[config.mk]
export PLATFORM = sky130hd
export DESIGN_NAME = ppc_pad
export DESIGN_NICKNAME = d
export VERILOG_FILES = /design/src/hw/ppc_pkg.sv /design/src/hw/ppc_store_if.sv /design/src/hw/ppc_store.sv /design/src/hw/ppc_pad.sv
export SDC_FILE = /design/constraint.sdc
export NUM_CORES = 1
export LEC_CHECK = 0
export BUFFER_PORTS_ARGS = -buffer_cell sky130_fd_sc_hd__buf_4
export CORE_ASPECT_RATIO = 1.75
export CORE_UTILIZATION = 42
export DETAILED_ROUTE_END_ITERATION = 6
export PLACE_DENSITY = 0.75
export SYNTH_ARGS = -nofsm -noshare
export SYNTH_HDL_FRONTEND = slang
export SYNTH_HIERARCHICAL = 1
export SYNTH_SLANG_ARGS = --single-unit
[constraint.sdc]
create_clock -name clk -period 1.5 [get_ports clk]
set_clock_uncertainty 0.15 [all_clocks]
set_input_delay 0.075 -clock clk [delete_from_list [all_inputs] [get_ports clk]]
set_output_delay 0.075 -clock clk [all_outputs]
set_load 0.005 [all_outputs]
[src/hw/ppc_pkg.sv]
// package: constants and types for the programmable pad cell logic
package ppc_pkg;

	// conditioner choices
	typedef enum logic [1:0] {
		PPC_COND_FLOAT = 2'h0,
		PPC_COND_PULLUP = 2'h1,
		PPC_COND_PULLDOWN = 2'h2,
		PPC_COND_KEEPER = 2'h3
	} ppc_cond_t;

	// tie-off choices for output data and output enable
	typedef enum logic [1:0] {
		PPC_TIE_NONE = 2'h0,
		PPC_TIE_LOW = 2'h1,
		PPC_TIE_HIGH = 2'h2
	} ppc_tie_t;

	// drive strength
	localparam logic PPC_DRIVE_LOW = 1'h0;
	localparam logic PPC_DRIVE_HIGH = 1'h1;

	// defaults before configuration
	localparam logic PPC_HYST_DEFAULT = 1'h1;
	localparam ppc_cond_t PPC_COND_DEFAULT = PPC_COND_PULLUP;

	// phases of the cell's life
	typedef enum logic [2:0] {
		PPC_PH_UNCONF = 3'h1,
		PPC_PH_INIT = 3'h2,
		PPC_PH_RUN = 3'h4
	} ppc_phase_t;

	// storage element indices
	localparam int PPC_EL_IN = 0;
	localparam int PPC_EL_OUT = 1;
	localparam int PPC_EL_OE = 2;
	localparam int PPC_NUM_EL = 3;

endpackage : ppc_pkg

[src/hw/ppc_store_if.sv]
// interface: shared storage-element controls between pad top and storage module
`timescale 1ns/1ps
`default_nettype none
interface ppc_store_if;
	import ppc_pkg::*;
	logic load;
	logic [PPC_NUM_EL-1:0] init_val;
	logic [PPC_NUM_EL-1:0] use_ce;
	logic [PPC_NUM_EL-1:0] clk_inv;
	logic in_latch;
	logic ce;
	logic [PPC_NUM_EL-1:0] d;
	logic [PPC_NUM_EL-1:0] q;
	modport ctrl (output load, init_val, use_ce, clk_inv, in_latch, ce, d, input q);
	modport store (input load, init_val, use_ce, clk_inv, in_latch, ce, d, output q);
endinterface : ppc_store_if
`default_nettype wire

[src/hw/ppc_store.sv]
// storage elements of the pad cell: input ff/latch, output ff, output-enable ff
`timescale 1ns/1ps
`default_nettype none
module ppc_store (
	input wire logic clk, // system clock
	input wire logic resetn, // async reset, active low
	input wire logic user_clk, // shared pad clock, sampled
	ppc_store_if.store sif // storage controls and data
);
	import ppc_pkg::*;

	// ----------------------------------------
	// clock edge and level per element
	// ----------------------------------------
	logic user_clk_q;
	logic [PPC_NUM_EL-1:0] q_q;

	always_ff @(posedge clk or negedge resetn) begin
		if (!resetn) begin
			user_clk_q <= 1'h0;
		end else begin
			user_clk_q <= user_clk;
		end
	end

	// pad clock is a sampled level, so its edges are detected on clk; no second domain
	genvar g;
	generate
		for (g = 0; g < PPC_NUM_EL; g++) begin : g_el
			logic lvl;
			logic lvl_prev;
			logic rise;
			logic en;
			assign lvl = user_clk ^ sif.clk_inv[g];
			assign lvl_prev = user_clk_q ^ sif.clk_inv[g];
			assign rise = lvl & ~lvl_prev;
			assign en = ~sif.use_ce[g] | sif.ce;
			always_ff @(posedge clk or negedge resetn) begin
				if (!resetn) begin
					q_q[g] <= 1'h0;
				end else if (sif.load) begin
					q_q[g] <= sif.init_val[g];
				end else if (en) begin
					if (g == PPC_EL_IN && sif.in_latch) begin
						if (!lvl) begin
							q_q[g] <= sif.d[g];
						end
					end else if (rise) begin
						q_q[g] <= sif.d[g];
					end
				end
			end
		end
	endgenerate

	assign sif.q = q_q;

endmodule : ppc_store
`default_nettype wire

[src/hw/ppc_pad.sv]
// top: configurable logic of one programmable pad cell
`timescale 1ns/1ps
`default_nettype none
// Function
// pin offered inward directly and through a flip-flop or latch
// output optionally inverted, then direct or through an output flip-flop
// effective enable low floats the driver, high drives the value
// output and enable polarity per pad, each tieable high or low
// user holds data low and toggles enable for open drain
// drive strength low or high, low by default
// conditioner choice: pull-up, pull-down or keeper
// pull-up active on every pad during initialization
// unused pads keep pull-up after initialization
// power-down set by control bit, pad handling gated by select bit
// low-power output pad floated for whole power-down
// low-power pad conditioner becomes keeper during power-down
// low-power input optionally forced low during power-down
// before configuration: hysteresis on, low drive, pull-up
// before configuration pins operate through boundary-scan
// unused configured pads are inputs with pull-up
// storage elements share clock and enable; disabled ones hold
// clock polarity selectable per storage element
// input latch transparent while clock low; only input may latch
// storage elements loaded with initial values during configuration
// configuration settings are static during operation
module ppc_pad (
	input wire logic clk, // system clock
	input wire logic resetn, // async reset, active low
	input wire logic cfg_start, // starts initialization
	input wire logic cfg_done, // configuration complete
	input wire logic pad_used, // design uses this pad
	input wire logic pin_i, // pin level as seen on the pad
	output logic pin_o, // value to drive on the pin
	output logic pin_oe_n, // pin output enable, low = drive
	output logic drive_high, // high drive strength selected
	output logic hyst_en, // input hysteresis enabled
	output logic pull_up_en, // pull-up on
	output logic pull_down_en, // pull-down on
	output logic keeper_en, // keeper on
	output logic keep_level, // level held by the keeper
	input wire logic scan_mode, // boundary-scan owns the pin while unconfigured
	input wire logic scan_o, // boundary-scan drive value
	input wire logic scan_oe, // boundary-scan drive enable, high = drive
	output logic scan_i, // pin level to boundary-scan
	input wire logic user_clk, // shared storage clock from user logic
	input wire logic user_ce, // shared clock enable from user logic
	input wire logic user_o, // output data from user logic
	input wire logic user_oe, // output enable from user logic, high = drive
	output logic in_direct, // pin value bypassing the input storage element
	output logic registered_input_value, // registered pin value
	input wire logic cfg_in_latch, // input element as latch
	input wire logic [2:0] cfg_clk_inv, // per element clock inversion
	input wire logic [2:0] cfg_use_ce, // per element enable gating
	input wire logic [2:0] cfg_init, // per element initial value
	input wire logic cfg_out_inv, // invert output data
	input wire logic cfg_oe_inv, // invert output enable
	input wire ppc_pkg::ppc_tie_t cfg_out_tie, // output data tie-off
	input wire ppc_pkg::ppc_tie_t cfg_oe_tie, // output enable tie-off
	input wire logic cfg_out_reg, // output through output flip-flop
	input wire logic cfg_oe_reg, // enable through enable flip-flop
	input wire logic cfg_drive_high, // high drive strength
	input wire logic cfg_hyst, // hysteresis enable
	input wire ppc_pkg::ppc_cond_t cfg_cond, // conditioner choice
	input wire logic cfg_lp_en, // pad enabled for low-power
	input wire logic cfg_lp_in_low, // force input low in power-down
	input wire logic power_down_request_bit, // power control register bit
	input wire logic power_down_select_pad // pad select bit of power-down select register
);
	import ppc_pkg::*;

	// ----------------------------------------
	// pin synchronisers
	// ----------------------------------------
	// pin, scan and user clock come from outside the clock domain
	logic pin_s1_q, pin_s2_q;
	logic uclk_s1_q, uclk_s2_q;
	logic so_s1_q, so_s2_q, soe_s1_q, soe_s2_q;
	logic sm_s1_q, sm_s2_q;

	always_ff @(posedge clk or negedge resetn) begin
		if (!resetn) begin
			pin_s1_q <= 1'h1;
			pin_s2_q <= 1'h1;
			uclk_s1_q <= 1'h0;
			uclk_s2_q <= 1'h0;
			so_s1_q <= 1'h0;
			so_s2_q <= 1'h0;
			soe_s1_q <= 1'h0;
			soe_s2_q <= 1'h0;
			sm_s1_q <= 1'h0;
			sm_s2_q <= 1'h0;
		end else begin
			pin_s1_q <= pin_i;
			pin_s2_q <= pin_s1_q;
			uclk_s1_q <= user_clk;
			uclk_s2_q <= uclk_s1_q;
			so_s1_q <= scan_o;
			so_s2_q <= so_s1_q;
			soe_s1_q <= scan_oe;
			soe_s2_q <= soe_s1_q;
			sm_s1_q <= scan_mode;
			sm_s2_q <= sm_s1_q;
		end
	end

	// ----------------------------------------
	// phase tracking
	// ----------------------------------------
	ppc_phase_t phase_q, phase_d;

	always_comb begin
		phase_d = phase_q;
		case (phase_q)
			PPC_PH_UNCONF: begin
				if (cfg_start) begin
					phase_d = PPC_PH_INIT;
				end
			end
			PPC_PH_INIT: begin
				if (cfg_done) begin
					phase_d = PPC_PH_RUN;
				end
			end
			PPC_PH_RUN: begin
				if (cfg_start) begin
					phase_d = PPC_PH_INIT;
				end
			end
			default: begin
				phase_d = PPC_PH_UNCONF;
			end
		endcase
	end

	always_ff @(posedge clk or negedge resetn) begin
		if (!resetn) begin
			phase_q <= PPC_PH_UNCONF;
		end else begin
			phase_q <= phase_d;
		end
	end

	logic running;
	logic active;
	logic pwd;
	assign running = (phase_q == PPC_PH_RUN);
	assign active = running && pad_used;
	// configuration is static in operation, so it is read without resampling
	assign pwd = power_down_request_bit && power_down_select_pad && cfg_lp_en;

	// ----------------------------------------
	// storage elements
	// ----------------------------------------
	ppc_store_if sif ();
	logic out_src;
	logic oe_src;

	function automatic logic ppc_tie(input ppc_tie_t tie, input logic v);
		case (tie)
			PPC_TIE_LOW: ppc_tie = 1'h0;
			PPC_TIE_HIGH: ppc_tie = 1'h1;
			default: ppc_tie = v;
		endcase
	endfunction

	assign out_src = ppc_tie(cfg_out_tie, user_o ^ cfg_out_inv);
	assign oe_src = ppc_tie(cfg_oe_tie, user_oe ^ cfg_oe_inv);

	assign sif.load = (phase_q == PPC_PH_INIT);
	assign sif.init_val = cfg_init;
	assign sif.use_ce = cfg_use_ce;
	assign sif.clk_inv = cfg_clk_inv;
	assign sif.in_latch = cfg_in_latch;
	assign sif.ce = user_ce;
	assign sif.d = {oe_src, out_src, pin_s2_q};

	ppc_store u_store (
		.clk(clk),
		.resetn(resetn),
		.user_clk(uclk_s2_q),
		.sif(sif)
	);

	logic out_eff;
	logic oe_eff;
	assign out_eff = cfg_out_reg ? sif.q[PPC_EL_OUT] : out_src;
	assign oe_eff = cfg_oe_reg ? sif.q[PPC_EL_OE] : oe_src;

	// ----------------------------------------
	// pad drive and conditioner
	// ----------------------------------------
	logic drive_d;
	logic val_d;
	ppc_cond_t cond_d;

	always_comb begin
		if (!running) begin
			// unconfigured: scan owns the pin; initializing: pin floats; pull-up on in both
			drive_d = (phase_q == PPC_PH_UNCONF) && sm_s2_q && soe_s2_q;
			val_d = so_s2_q;
			cond_d = PPC_COND_DEFAULT;
		end else if (!active) begin
			drive_d = 1'h0;
			val_d = 1'h0;
			cond_d = PPC_COND_PULLUP;
		end else if (pwd) begin
			drive_d = 1'h0;
			val_d = out_eff;
			cond_d = PPC_COND_KEEPER;
		end else begin
			// open drain needs nothing here: user holds data low
			drive_d = oe_eff;
			val_d = out_eff;
			cond_d = cfg_cond;
		end
	end

	always_ff @(posedge clk or negedge resetn) begin
		if (!resetn) begin
			pin_oe_n <= 1'h1;
			pin_o <= 1'h0;
		end else begin
			pin_oe_n <= ~drive_d;
			pin_o <= val_d;
		end
	end

	always_ff @(posedge clk or negedge resetn) begin
		if (!resetn) begin
			pull_up_en <= 1'h1;
			pull_down_en <= 1'h0;
			keeper_en <= 1'h0;
			drive_high <= PPC_DRIVE_LOW;
			hyst_en <= PPC_HYST_DEFAULT;
		end else begin
			pull_up_en <= (cond_d == PPC_COND_PULLUP);
			pull_down_en <= (cond_d == PPC_COND_PULLDOWN);
			keeper_en <= (cond_d == PPC_COND_KEEPER);
			drive_high <= running ? cfg_drive_high : PPC_DRIVE_LOW;
			hyst_en <= running ? cfg_hyst : PPC_HYST_DEFAULT;
		end
	end

	// keeper holds the level the pin had when the keeper turned on, whether driven by us or outside
	always_ff @(posedge clk or negedge resetn) begin
		if (!resetn) begin
			keep_level <= 1'h1;
		end else if (!keeper_en || cond_d != PPC_COND_KEEPER) begin
			keep_level <= pin_s2_q;
		end
	end

	// ----------------------------------------
	// inward values
	// ----------------------------------------
	logic force_low;
	assign force_low = pwd && cfg_lp_in_low;

	always_ff @(posedge clk or negedge resetn) begin
		if (!resetn) begin
			in_direct <= 1'h1;
			registered_input_value <= 1'h0;
			scan_i <= 1'h1;
		end else begin
			in_direct <= force_low ? 1'h0 : pin_s2_q;
			registered_input_value <= force_low ? 1'h0 : sif.q[PPC_EL_IN];
			scan_i <= pin_s2_q;
		end
	end

endmodule : ppc_pad
`default_nettype wire

# Word-level counts from Yosys, hierarchy flattened
# Cells that the tools add are included.
# word_totals
regBits	28
ram_bits	0
memories	0
output_inout_bits	11
latch_bits	0
mem_bits_ro	0
# op_classes
reduce_logical	19
muxes	30
div_mod_pow	0
n_eq_ne	14
bitwise_logic	21
n_shift	0
addsub	0
n_mul	0
order_cmp	0
# ops
cell	count
$mux 1	22
$reduce_bool 2->1	5
$eq 2x2->1 const B	4
$xor 1x1->1	8
$not 1->1	7
$eq 2x1->1 const B	3
$logic_and 1x1->1	6
$mux 2	3
$mux 3	2
$pmux 3 s2	1
$reduce_and 2->1	3
$ne 2x2->1 const B	2
$pmux 1 s2	2
$and 1x1->1	3
$eq 3x1->1 const B	1
$eq 3x2->1 const B	1
$eq 3x3->1 const B	1
$ne 3x3->1 const B	1
$or 1x1->1	3
$reduce_and 3->1	1
$reduce_bool 3->1	1
$ne 2x1->1 const B	1
$reduce_or 2->1	1
$logic_not 1->1	1
$logic_or 1x1->1	1

# Longest topological paths before layout
# Gate-level depths: netlist (run 1).
# logic_depth
ltp_word	7
depth_mapped	6
depth_no_buf	6

# Cells and area by module
# The synthesis (run 1) kept the hierarchy.
# by_module_without_submodules
mod	cells_per_inst	area_each_um2	instances
ppc_pad	75	973.4	1
ppc_store	28	260.2	1

# Least setup slack after synthesis (run 1)
# Ideal clock, no wire load.
# synth_timing
path_type	register -> register
from	register u_store.user_clk_q
to	register u_store.q_q[0] (netlist: u_store/sif.q[0])
path_slack_ns	0.033
required_ns	1.218
stages_incl_launch_ff	5
arrival_time_ns	1.185
setup_ns	0.132
path_buffers	0
synth_period_minus_slack_ns	1.467
path_cell_list	dfrtp_1 -> nor2b_1 -> a221o_1 -> a31o_1 -> a2bb2oi_1
# synth_between
elab_chain_cells	5
# synth_rtl
element	line	rtl
from (decl)	ppc_store.sv:15	logic user_clk_q;
from (signal assigned)	ppc_store.sv:22	user_clk_q <= user_clk;
$xor 1x1->1	ppc_store.sv:35	assign lvl_prev = user_clk_q ^ sif.clk_inv[g];
$not 1->1	ppc_store.sv:36	assign rise = lvl & ~lvl_prev;
$and 1x1->1	ppc_store.sv:36	
$reduce_bool 3->1 (no source line)	n/a	
$reduce_and 3->1 (no source line)	n/a	
to (signal, indexed assignment)	ppc_store.sv:42	q_q[g] <= sif.init_val[g];
to (signal, indexed assignment)	ppc_store.sv:46	q_q[g] <= sif.d[g];
to (signal, indexed assignment)	ppc_store.sv:49	q_q[g] <= sif.d[g];
to (decl)	ppc_store.sv:16	logic [PPC_NUM_EL-1:0] q_q;
# No other way between the ends.
# A chain may end at the register's enable or synchronous reset.

# Worst setup path after layout (run 1)
# layout_timing
from	register phase_q[0]
to	register keep_level
# layout_between
elab_chain_cells	6
# layout_rtl
element	line	rtl
from (decl)	ppc_pad.sv:109	ppc_phase_t phase_q, phase_d;
from (signal assigned)	ppc_pad.sv:139	phase_q <= phase_d;
$eq 3x3->1 (*)	ppc_pad.sv:146	assign running = (phase_q == PPC_PH_RUN);
$logic_and 1x1->1	ppc_pad.sv:147	assign active = running && pad_used;
$mux 2	ppc_pad.sv:202	end else if (!active) begin
$mux 2 (*)	ppc_pad.sv:197	if (!running) begin
$ne 2x2->1 (*)	ppc_pad.sv:248	end else if (!keeper_en || cond_d != PPC_COND_KEEPER) begin
$logic_or 1x1->1 (*)	ppc_pad.sv:248	
to (signal assigned)	ppc_pad.sv:249	keep_level <= pin_s2_q;
to (decl)	ppc_pad.sv:40	output logic keep_level,
# Mark *: on every way between the ends. The rest lies on a longest branch, timed or not.

==> metrics.txt, run 1 <==
status=complete, no violations; Synth area leader=dfrtp_1; CP Class=flip-flop to flip-flop; GRT Total Usage=17.4%; WP data arrival=1500 ps; Final nets=215; number of flops mapped to enable cells by yosys=0; r2r setup slk=around 47 ps; worst skew pair latency=roughly 270 ps; Top Ports=50; top post-synthesis cells by area=dfrtp_1 39%, dfstp_2 19%, inv_1 2.7%, a21oi_1 2.0%, ha_1 2.0%; Core Footprint=between 2000 and 3000 um2; vias per cell=around 5.1; placed instance count=179; Hold Fails Final Rpt=0; # DRC=0; count of cell types in the netlist=about 40; min Tclk post-route=1450 ps; initial antenna violation count=0; clock buffer depth=2; number of port buffers=49; Mapped Nets=144; Mapped Area=1230 um2; CTS root buffer=clkbuf_8; Post-CTS Setup Inserts=0; largest net degree at the start of global routing=29; layout cells sized above 1=41.0%; DRT Pass-1 Iters=4; Placer Congestion=0.797; CTS clk-pin slew, worst paths=90 ps; DRT iter0 DRCs=9; Leak Pwr=0.894 nW; async set-or-reset flop fraction in the synthesized netlist=between 90% and 100%; CP cell instances=and4bb_4 > o211ai_2 > mux2_4; Peak VDD IR=between 0.7 and 0.8 mV; Initial Utilization=44.8%; Die Wd=~43 um; CP max FO=10; critical path's slowest cell=dfstp_2; Die ar.=3170 um2; vias in the first global route=1,033; Worst slew margin=77.9%; max-slew violations=0; final wirelength=2.56 mm; max incr delay on CP=~620 ps; ANT cells=0; CTS Buf Count=3; drt wl/cell=12.8 um; average size of a mapped cell=roughly 12 um2; CTS sink count=28; sequential share of the synthesized area=57.7%; Hold Path End=pull_down_en; terminus of the critical flop-to-flop path=keep_level; Mapped Cells=103; Layout area overhead=50.5%; critical path launch point type=flip-flop; Critical Path RT=between 1500 and 2000 ps; min-delay src=pad_used; hold path depth=3; P per Cell Area=1010 nW/um2; Detailed Place HPWL=1.93 mm; Fillers=228; HP Class=input port to flip-flop; # setup viols final=0; worst-margin pin slew=331 ps; Yosys top cell area share=38.5%; final hold slack=10.5 ps; Cell Rows=25; first-pass GRT wire length=4.13 mm; R2R depth=3; Seq cells post-synth=28; FMAX=between 600 and 700 MHz; Antenna Nets Post-Route=0; top_reg_cell synth=dfrtp_1; max cap viols=0; die height=73.7 um; Post-Layout Cell Count=200; H-tree depth=1; period utilisation layout=slightly below 100%; via count=slightly above 1,000; worst reg2reg path startpoint=phase_q[0]; CTS tree=done; CP Capture Type=flip-flop; synth warn=6; GRT Residual Overflow=0
[cell type report]
type / instances / area, um2 / area share (%)
multi-input combinational: 64 / 478 / 25.7
tap: 27 / 33.8 / 1.82
sequential: 28 / 713 / 38.4
clock buffer: 4 / 45.0 / 2.43
timing repair buffer: 68 / 553 / 29.8
inverter: 9 / 33.8 / 1.82
[worst max-delay path, delay by kind of cell, from the launching register on]
| family | cells | cell delay, ps |
|---|---|---|
| flip-flops | 1 | 620 |
| multiplexers | 1 | 310 |
| AND/OR/NAND/NOR | 1 | 230 |
| AO/OA/AOI/OAI | 1 | 70 |
[per-layer routing]
layer	share of wire, %	vias to the layer above	global-route usage [%]
li1	-	504	-
met1	35	483	17.4
met2	59	27	33.2
met3	3.9	6	2.70
met4	1.7	0	9.43
met5	0	-	0
[cell usage in the layout, fill, tap and decap left out, types with 2 or more instances in the layout]
cell           synthesis  routed
buf_4                  1      51
dfrtp_1               19      18
dlygate4sd3_1          0      17
inv_1                  9       9
dfstp_2                9       9
a21oi_1                5       5
nand2_1                5       5
o21ai_1                5       5
nor2_1                 5       4
nand2b_1               3       3
nor3b_1                3       3
clkbuf_8               0       3
xnor2_1                2       2
or3b_1                 2       2
a21boi_0               2       2
o22ai_1                3       2
ha_1                   2       2
mux2i_1                2       2
nor2b_1                2       2
[worst max-delay path by stage]
| stage | startpoint | endpoint | slack (ps) |
|---|---|---|---|
| floorplan | u_store/user_clk_q | u_store/sif.q[0] | 30 |
| CTS | u_store/user_clk_q | u_store/sif.q[0] | 10 |
| detailed placement | uclk_s2_q | u_store/sif.q[0] | 10 |
| global placement | uclk_s2_q | u_store/sif.q[0] | 60 |
| global route | u_store/user_clk_q | u_store/sif.q[2] | -20 |
| finish | phase_q[0] | keep_level | 50 |
[flip-flops by register name, summed over array words and instances (netlist names)]
register	count
drive_high	1
hyst_en	1
in_direct	1
keep_level	1
keeper_en	1
phase_q	3
pin_o	1
pin_oe_n	1
pin_s1_q	1
pin_s2_q	1
pull_down_en	1
pull_up_en	1
registered_input_value	1
scan_i	1
sm_s1_q	1
sm_s2_q	1
so_s1_q	1
so_s2_q	1
soe_s1_q	1
soe_s2_q	1
u_store/sif.q	3
u_store/user_clk_q	1
uclk_s1_q	1
uclk_s2_q	1
[cell families (layout without fill, tap and decap cells)]
logic type,after synthesis,after routing,synth area share [%]
compound gates,26,26,14.6
xor+xnor,3,3,2.13
fa+ha+maj,2,2,2.03
buf+inv,11,81,4.26
flops,28,28,57.7
mux,3,3,2.84
simple gates,30,30,16.4
[where the power goes]
| part | internal, W | total [W] | leakage, nW | switching [W] |
|---|---|---|---|---|
| sequential | 0.000887 | 0.000970 | 0.327 | 0.0000830 |
| clock | 0.000190 | 0.000400 | 0.0228 | 0.000210 |
| combinational | 0.000300 | 0.000504 | 0.544 | 0.000204 |
[synthesized netlist by cell type, types with 2 or more instances]
library cell,count
o22ai_1,3
dfrtp_1,19
a21boi_0,2
xnor2_1,2
inv_1,9
nor2b_1,2
a21oi_1,5
mux2i_1,2
or3b_1,2
nand2_1,5
nand2b_1,3
dfstp_2,9
nor2_1,5
ha_1,2
nor3b_1,3
o21ai_1,5
[timing repair]
item	CTS	global route
gates resized for setup	1	2
gates cloned	0	0
hold buffers	17	0
setup endpoints to repair	1	3
pin swaps	0	1
endpoints found under the hold margin	46	0
[stage by stage]
step	utilization, %	setup slack (ps)	cell area [um2]	power, W	TNS [ps]
after floorplan	-	33.4	1230	0.00125	0
after global placement	59.3	64.2	1630	0.00142	0
after detailed placement	59.3	9.59	1630	0.00145	0
after CTS	67.1	14.7	1850	0.00189	0
after global routing	67.5	-21.0	1860	0.00199	-21.0
final	67.5	47.3	1860	0.00187	0
No activity file was read; power rests on OpenSTA's default activity.
==> inputs of run 2 (changes only) <==
- CELL_PAD_IN_SITES_DETAIL_PLACEMENT: not set -> 0
- CELL_PAD_IN_SITES_GLOBAL_PLACEMENT: not set -> 1
- CORE_UTILIZATION: 42 -> 32
- SLEW_MARGIN: not set -> 20
==> run 2 against run 1 <==
Register-to-register slack about the same. Design area up 4.5%. Sequential power up 0.6%. Die area up 30%. Hold slack better by 15 ps. Global-route usage down 3.0 points. Final cell count up 11%. Clock power up 49%. Via count up 2.3%. Largest cell class unchanged. Highest routed layer unchanged.
==> metrics.txt, run 2 (same netlist as run 1, synthesis figures left out) <==
number of port buffers=49 (unchanged); Worst slew margin=77.2% (was 77.9%); initial antenna violation count=0 (unchanged); WP data arrival=1480 ps (was 1500 ps); Fillers=333 (was 228); CTS Buf Count=3 (unchanged); GRT Residual Overflow=0 (unchanged); critical path launch point type=flip-flop (unchanged); die height=84.1 um (was 73.7 um); Peak VDD IR=0.692 mV (was 0.725 mV); min Tclk post-route=1450 ps (about the same); Die Wd=48.9 um (was 43.0 um); CP Capture Type=flip-flop (unchanged); P per Cell Area=1080 nW/um2 (was 1010 nW/um2); ANT cells=0 (unchanged); CP Class=flip-flop to flip-flop (unchanged); unrepaired setup endpoints after global routing=no; Post-CTS Setup Inserts=0 (unchanged); drt wl/cell=12.9 um (was 12.8 um); placed instance count=200 (was 179); period utilisation layout=96.6% (was 96.8%); dpl cell area=1670 um2 (was 1630 um2); CP cell instances=nor2b_1 > a221o_1 > a31o_1 > a2bb2oi_1 (was and4bb_4 > o211ai_2 > mux2_4); vias in the first global route=1,083 (was 1,033); # DRC=0 (unchanged); final wirelength=2.86 mm (was 2.56 mm); Setup Total Neg Slack=0 ps (unchanged); status=complete, no violations (unchanged); Core Footprint=3660 um2 (was 2750 um2); max-slew violations=0 (unchanged); Initial Utilization=33.7% (was 44.8%); max cap viols=0 (unchanged); multi-input logic area=487 um2 (was 478 um2); via count=1,043 (was 1,020); post-route design area=1940 um2 (was 1860 um2); most frequent cells in the layout=53 x buf_4, 18 x dfrtp_1, 18 x dlygate4sd3_1 (was 51 x buf_4, 18 x dfrtp_1, 17 x dlygate4sd3_1); Detailed Place HPWL=2.15 mm (was 1.93 mm); Hold Fails Final Rpt=0 (unchanged); DRT Pass-1 Iters=3 (was 4); Top Ports=50 (unchanged); Leak Pwr=0.928 nW (was 0.894 nW); critical path's slowest cell=dfrtp_1 (was dfstp_2); register area=713 um2 (unchanged); Final nets=218 (was 215); FMAX=690 MHz (was 688 MHz); Antenna Nets Post-Route=0 (unchanged); CTS clk-pin slew, worst paths=100 ps (was 90 ps); layout cells sized above 1=42.6% (was 41.0%); CTS root buffer=clkbuf_8 (unchanged); # setup viols final=0 (unchanged); Placer Congestion=0.697 (was 0.797); HP Class=input port to flip-flop (unchanged); Critical Path RT=1530 ps (was 1550 ps); worst-margin pin slew=342 ps (was 331 ps); DRT iter0 DRCs=15 (was 9); CTS tree=done (unchanged); Power, Total=0.00210 W (was 0.00187 W); H-tree depth=1 (unchanged); largest net degree at the start of global routing=29 (unchanged); CP max FO=3 (was 10); first-pass GRT wire length=4.46 mm (was 4.13 mm); worst skew pair latency=280 ps (was 270 ps); vias per cell=4.70 (was 5.10); r2r setup slk=50 ps (about the same); Layout area overhead=57.3% (was 50.5%); clock buffer depth=2 (unchanged); CTS sink count=28 (unchanged); max incr delay on CP=410 ps (was 620 ps); Post-Layout Cell Count=222 (was 200); Cell Rows=29 (was 25); commonest non-fill, non-tap cell in the layout=buf_4 (unchanged); Die ar.=4120 um2 (was 3170 um2); GRT Total Usage=14.5% (was 17.4%)
==> run 2: routing by layer <==
layer	GRT usage (%)	vias to the layer above	wire length (um)
met5	0	-	0
met4	8.82	0	82
met3	1.99	7	111
met2	27.7	34	1610
met1	14.1	494	1060
li1	-	508	-
==> run 2: power breakdown <==
part           switching [W]  total, W  internal (W)
Combinational       0.000203  0.000528      0.000325
Clock               0.000236  0.000594      0.000358
Sequential         0.0000889  0.000976      0.000887
==> run 2: critical path: cells and delay by family (launching register included) <==
kind / cells / cell delay [ps]
DFF: 1 / 410
AOI/OAI and AO/OA: 3 / 660
and+or+nand+nor: 1 / 140
==> run 2: final timing paths <==
check / from / to / depth (start not counted)
min: pad_used / pull_down_en / 3
min reg2reg: so_s1_q / so_s2_q / 0
max reg2reg: u_store/user_clk_q / u_store/sif.q[0] / 4
max: u_store/user_clk_q / u_store/sif.q[0] / 4
max in group asynchronous: resetn / hyst_en / 2
min in group asynchronous: resetn / u_store/sif.q[0] / 2
==> run 2: final cells by class <==
cell class / count / share of cell area (%)
sequential: 28 / 36.8
timing repair buffer: 71 / 29.8
multi-input combinational: 64 / 25.1
tap: 46 / 2.97
clock buffer: 3 / 2.13
inverter: 9 / 1.74
clock inverter: 1 / 1.55
==> run 2: stage by stage <==
step | hold slack [ps] | util, % | worst slack [ps]
floorplan | -371 | - | 33.4
global placement | -144 | 45.6 | 52.3
detailed placement | -138 | 45.6 | 15.8
CTS | 24.7 | 52.5 | 23.1
global route | 31.3 | 53.0 | 1.50
finish | 25.5 | 53.0 | 51.6
==> run 2: repair_timing <==
action	in CTS	in global routing
endpoints found under the setup margin	1	3
endpoints found under the hold margin	47	0
hold buffers	18	0
pin swaps	0	1
resized for setup	1	3
==> inputs of run 3 (changes only) <==
==> constraint.sdc (replaced) <==
create_clock -name clk -period 1.5 [get_ports clk]
set_clock_uncertainty 0.15 [all_clocks]
set_input_delay 0.3 -clock clk [delete_from_list [all_inputs] [get_ports clk]]
set_output_delay 0.3 -clock clk [all_outputs]
set_load 0.005 [all_outputs]
==> run 3 against run 2 <==
Register-to-register slack barely moved. Sequential cell count did not move. Critical path depth fell by 1. Highest routed layer unchanged.
==> metrics.txt, run 3 (same netlist as run 1, synthesis figures left out) <==
status=complete, no violations (unchanged); unrepaired setup endpoints after global routing=yes (was no); DRT iter0 DRCs=9 (was 15); critical path's slowest cell=dfstp_2 (was dfrtp_1); Detailed Place HPWL=2.02 mm (was 2.15 mm); Critical Path Stages=3 (was 4); drt wl/cell=12.5 um (was 12.9 um); min Tclk post-route=1450 ps (about the same); Setup Total Neg Slack=0 ps (unchanged); NetSw=0.000508 W (was 0.000528 W); H-tree depth=1 (unchanged); Post-CTS Setup Inserts=0 (unchanged); Antenna Nets Post-Route=0 (unchanged); most frequent cells in the layout=53 x buf_4, 18 x dfrtp_1, 9 x inv_1, 9 x dfstp_2, 6 x dlygate4sd3_1 (was 53 x buf_4, 18 x dfrtp_1, 18 x dlygate4sd3_1); final wirelength=2.63 mm (was 2.86 mm); HP Class=input port to flip-flop (unchanged); Gate power share=26.3% (was 25.2%); max-slew violations=0 (unchanged); Bufs and invs on worst path=0 (unchanged); # DRC=0 (unchanged); Core Footprint=3660 um2 (unchanged); worst skew pair latency=270 ps (was 280 ps); P_int=0.00138 W (was 0.00157 W); # setup viols final=0 (unchanged); P per Cell Area=1050 nW/um2 (was 1080 nW/um2); Placer Congestion=0.710 (was 0.697); first-pass GRT wire length=4.46 mm (unchanged); clock buffer depth=2 (unchanged); die height=84.1 um (unchanged); Top Ports=50 (unchanged); hold path depth=2 (was 3); commonest non-fill, non-tap cell in the layout=buf_4 (unchanged); CTS Buf Count=3 (unchanged); CP Class=flip-flop to flip-flop (unchanged); R2R depth=3 (was 4); Leak Pwr=0.858 nW (was 0.928 nW); CP Capture Type=flip-flop (unchanged); layout cells sized above 1=44.5% (was 42.6%); critical path launch point=phase_q[0] (was u_store/user_clk_q); Worst slew margin=76.6% (was 77.2%); largest net degree at the start of global routing=29 (unchanged); FMAX=690 MHz (about the same); Sequential Power Share=51.7% (was 46.5%); Die ar.=4120 um2 (unchanged); switch share=27.0% (was 25.2%); vias per cell=4.73 (was 4.70); CTS sink count=28 (unchanged); Final nets=206 (was 218); CTS root buffer=clkbuf_8 (unchanged); CTS clk-pin slew, worst paths=90 ps (was 100 ps); clock power share=22.0% (was 28.3%); Peak VDD IR=0.627 mV (was 0.692 mV); CP top delay family=flip-flops (was compound AO/OA/AOI/OAI gates); worst reg2reg path startpoint=phase_q[0] (was u_store/user_clk_q); period utilisation layout=96.6% (about the same); Cell Rows=29 (unchanged); GRT Residual Overflow=0 (unchanged); number of port buffers=49 (unchanged); ANT cells=0 (unchanged); vias in the first global route=1,045 (was 1,083); via count=994 (was 1,043); multi-input logic area=478 um2 (was 487 um2); max cap viols=0 (unchanged); DRT Pass-1 Iters=4 (was 3); Hold Fails Final Rpt=0 (unchanged); CP cell instances=and4bb_4 > o211ai_2 > mux2_4 (was nor2b_1 > a221o_1 > a31o_1 > a2bb2oi_1); register area=713 um2 (unchanged); Critical Path RT=1550 ps (was 1530 ps); worst-margin pin slew=351 ps (was 342 ps); Die Wd=48.9 um (unchanged); min-delay src=cfg_lp_in_low (was pad_used); Fillers=357 (was 333); CP max FO=10 (was 3); WP data arrival=1500 ps (was 1480 ps); initial antenna violation count=0 (unchanged); Initial Utilization=33.7% (unchanged); Layout area overhead=44.7% (was 57.3%); final hold slack=30.6 ps (was 25.5 ps); GRT Total Usage=14.0% (was 14.5%); max incr delay on CP=620 ps (was 410 ps); CTS tree=done (unchanged); critical path launch point type=flip-flop (unchanged)
## run 3: path summary, 6_finish.rpt
path                              end  slack, ps
max in group asynchronous  keep_level        570
setup reg to reg           keep_level         50
hold / removal              in_direct         30
setup / recovery           keep_level         50
hold reg to reg               so_s2_q        210
min in group asynchronous   uclk_s1_q        330
## run 3: area by class of cell
class | count | area share [%]
clock buffers | 4 | 2.52
inverters | 9 | 1.89
multi-input cells | 64 | 26.8
flip-flops and latches | 28 | 39.9
well taps | 46 | 3.22
repair buffers | 59 | 25.6
## run 3: power groups by stage
stage	sequential [W]	combinational (W)	clock, W
final	0.000974	0.000495	0.000414
after global routing	0.000991	0.000551	0.000458
after CTS	0.000975	0.000498	0.000429
after detailed placement	0.000989	0.000482	0
after global placement	0.000978	0.000473	0
after floorplan	0.000952	0.000300	0
## run 3: per-stage QoR
step                instances  cell area (um2)  worst slack (ps)  power [W]  util (%)
floorplan                 103             1230              33.4    0.00125         -
global placement          200             1670             -35.1    0.00145      45.6
detailed placement        200             1670             -67.0    0.00147      45.6
CTS                       210             1780              19.8    0.00190      48.5
global route              210             1790            -0.548    0.00200      48.7
finish                    210             1790              50.6    0.00188      48.7
## run 3: per-layer routing
metal	part of all wire [%]	vias to the layer above	track usage (%)
met5	0	-	0
met4	0.34	0	4.81
met3	4.3	2	2.72
met2	56	31	26.8
met1	40	473	14.6
li1	-	488	-
## run 3: repair_timing
action	in CTS	in global routing
setup endpoints to repair	1	3
hold buffers	6	0
resized for setup	1	2
pin swaps	0	2
hold endpoints to repair	24	0
gates cloned	0	0
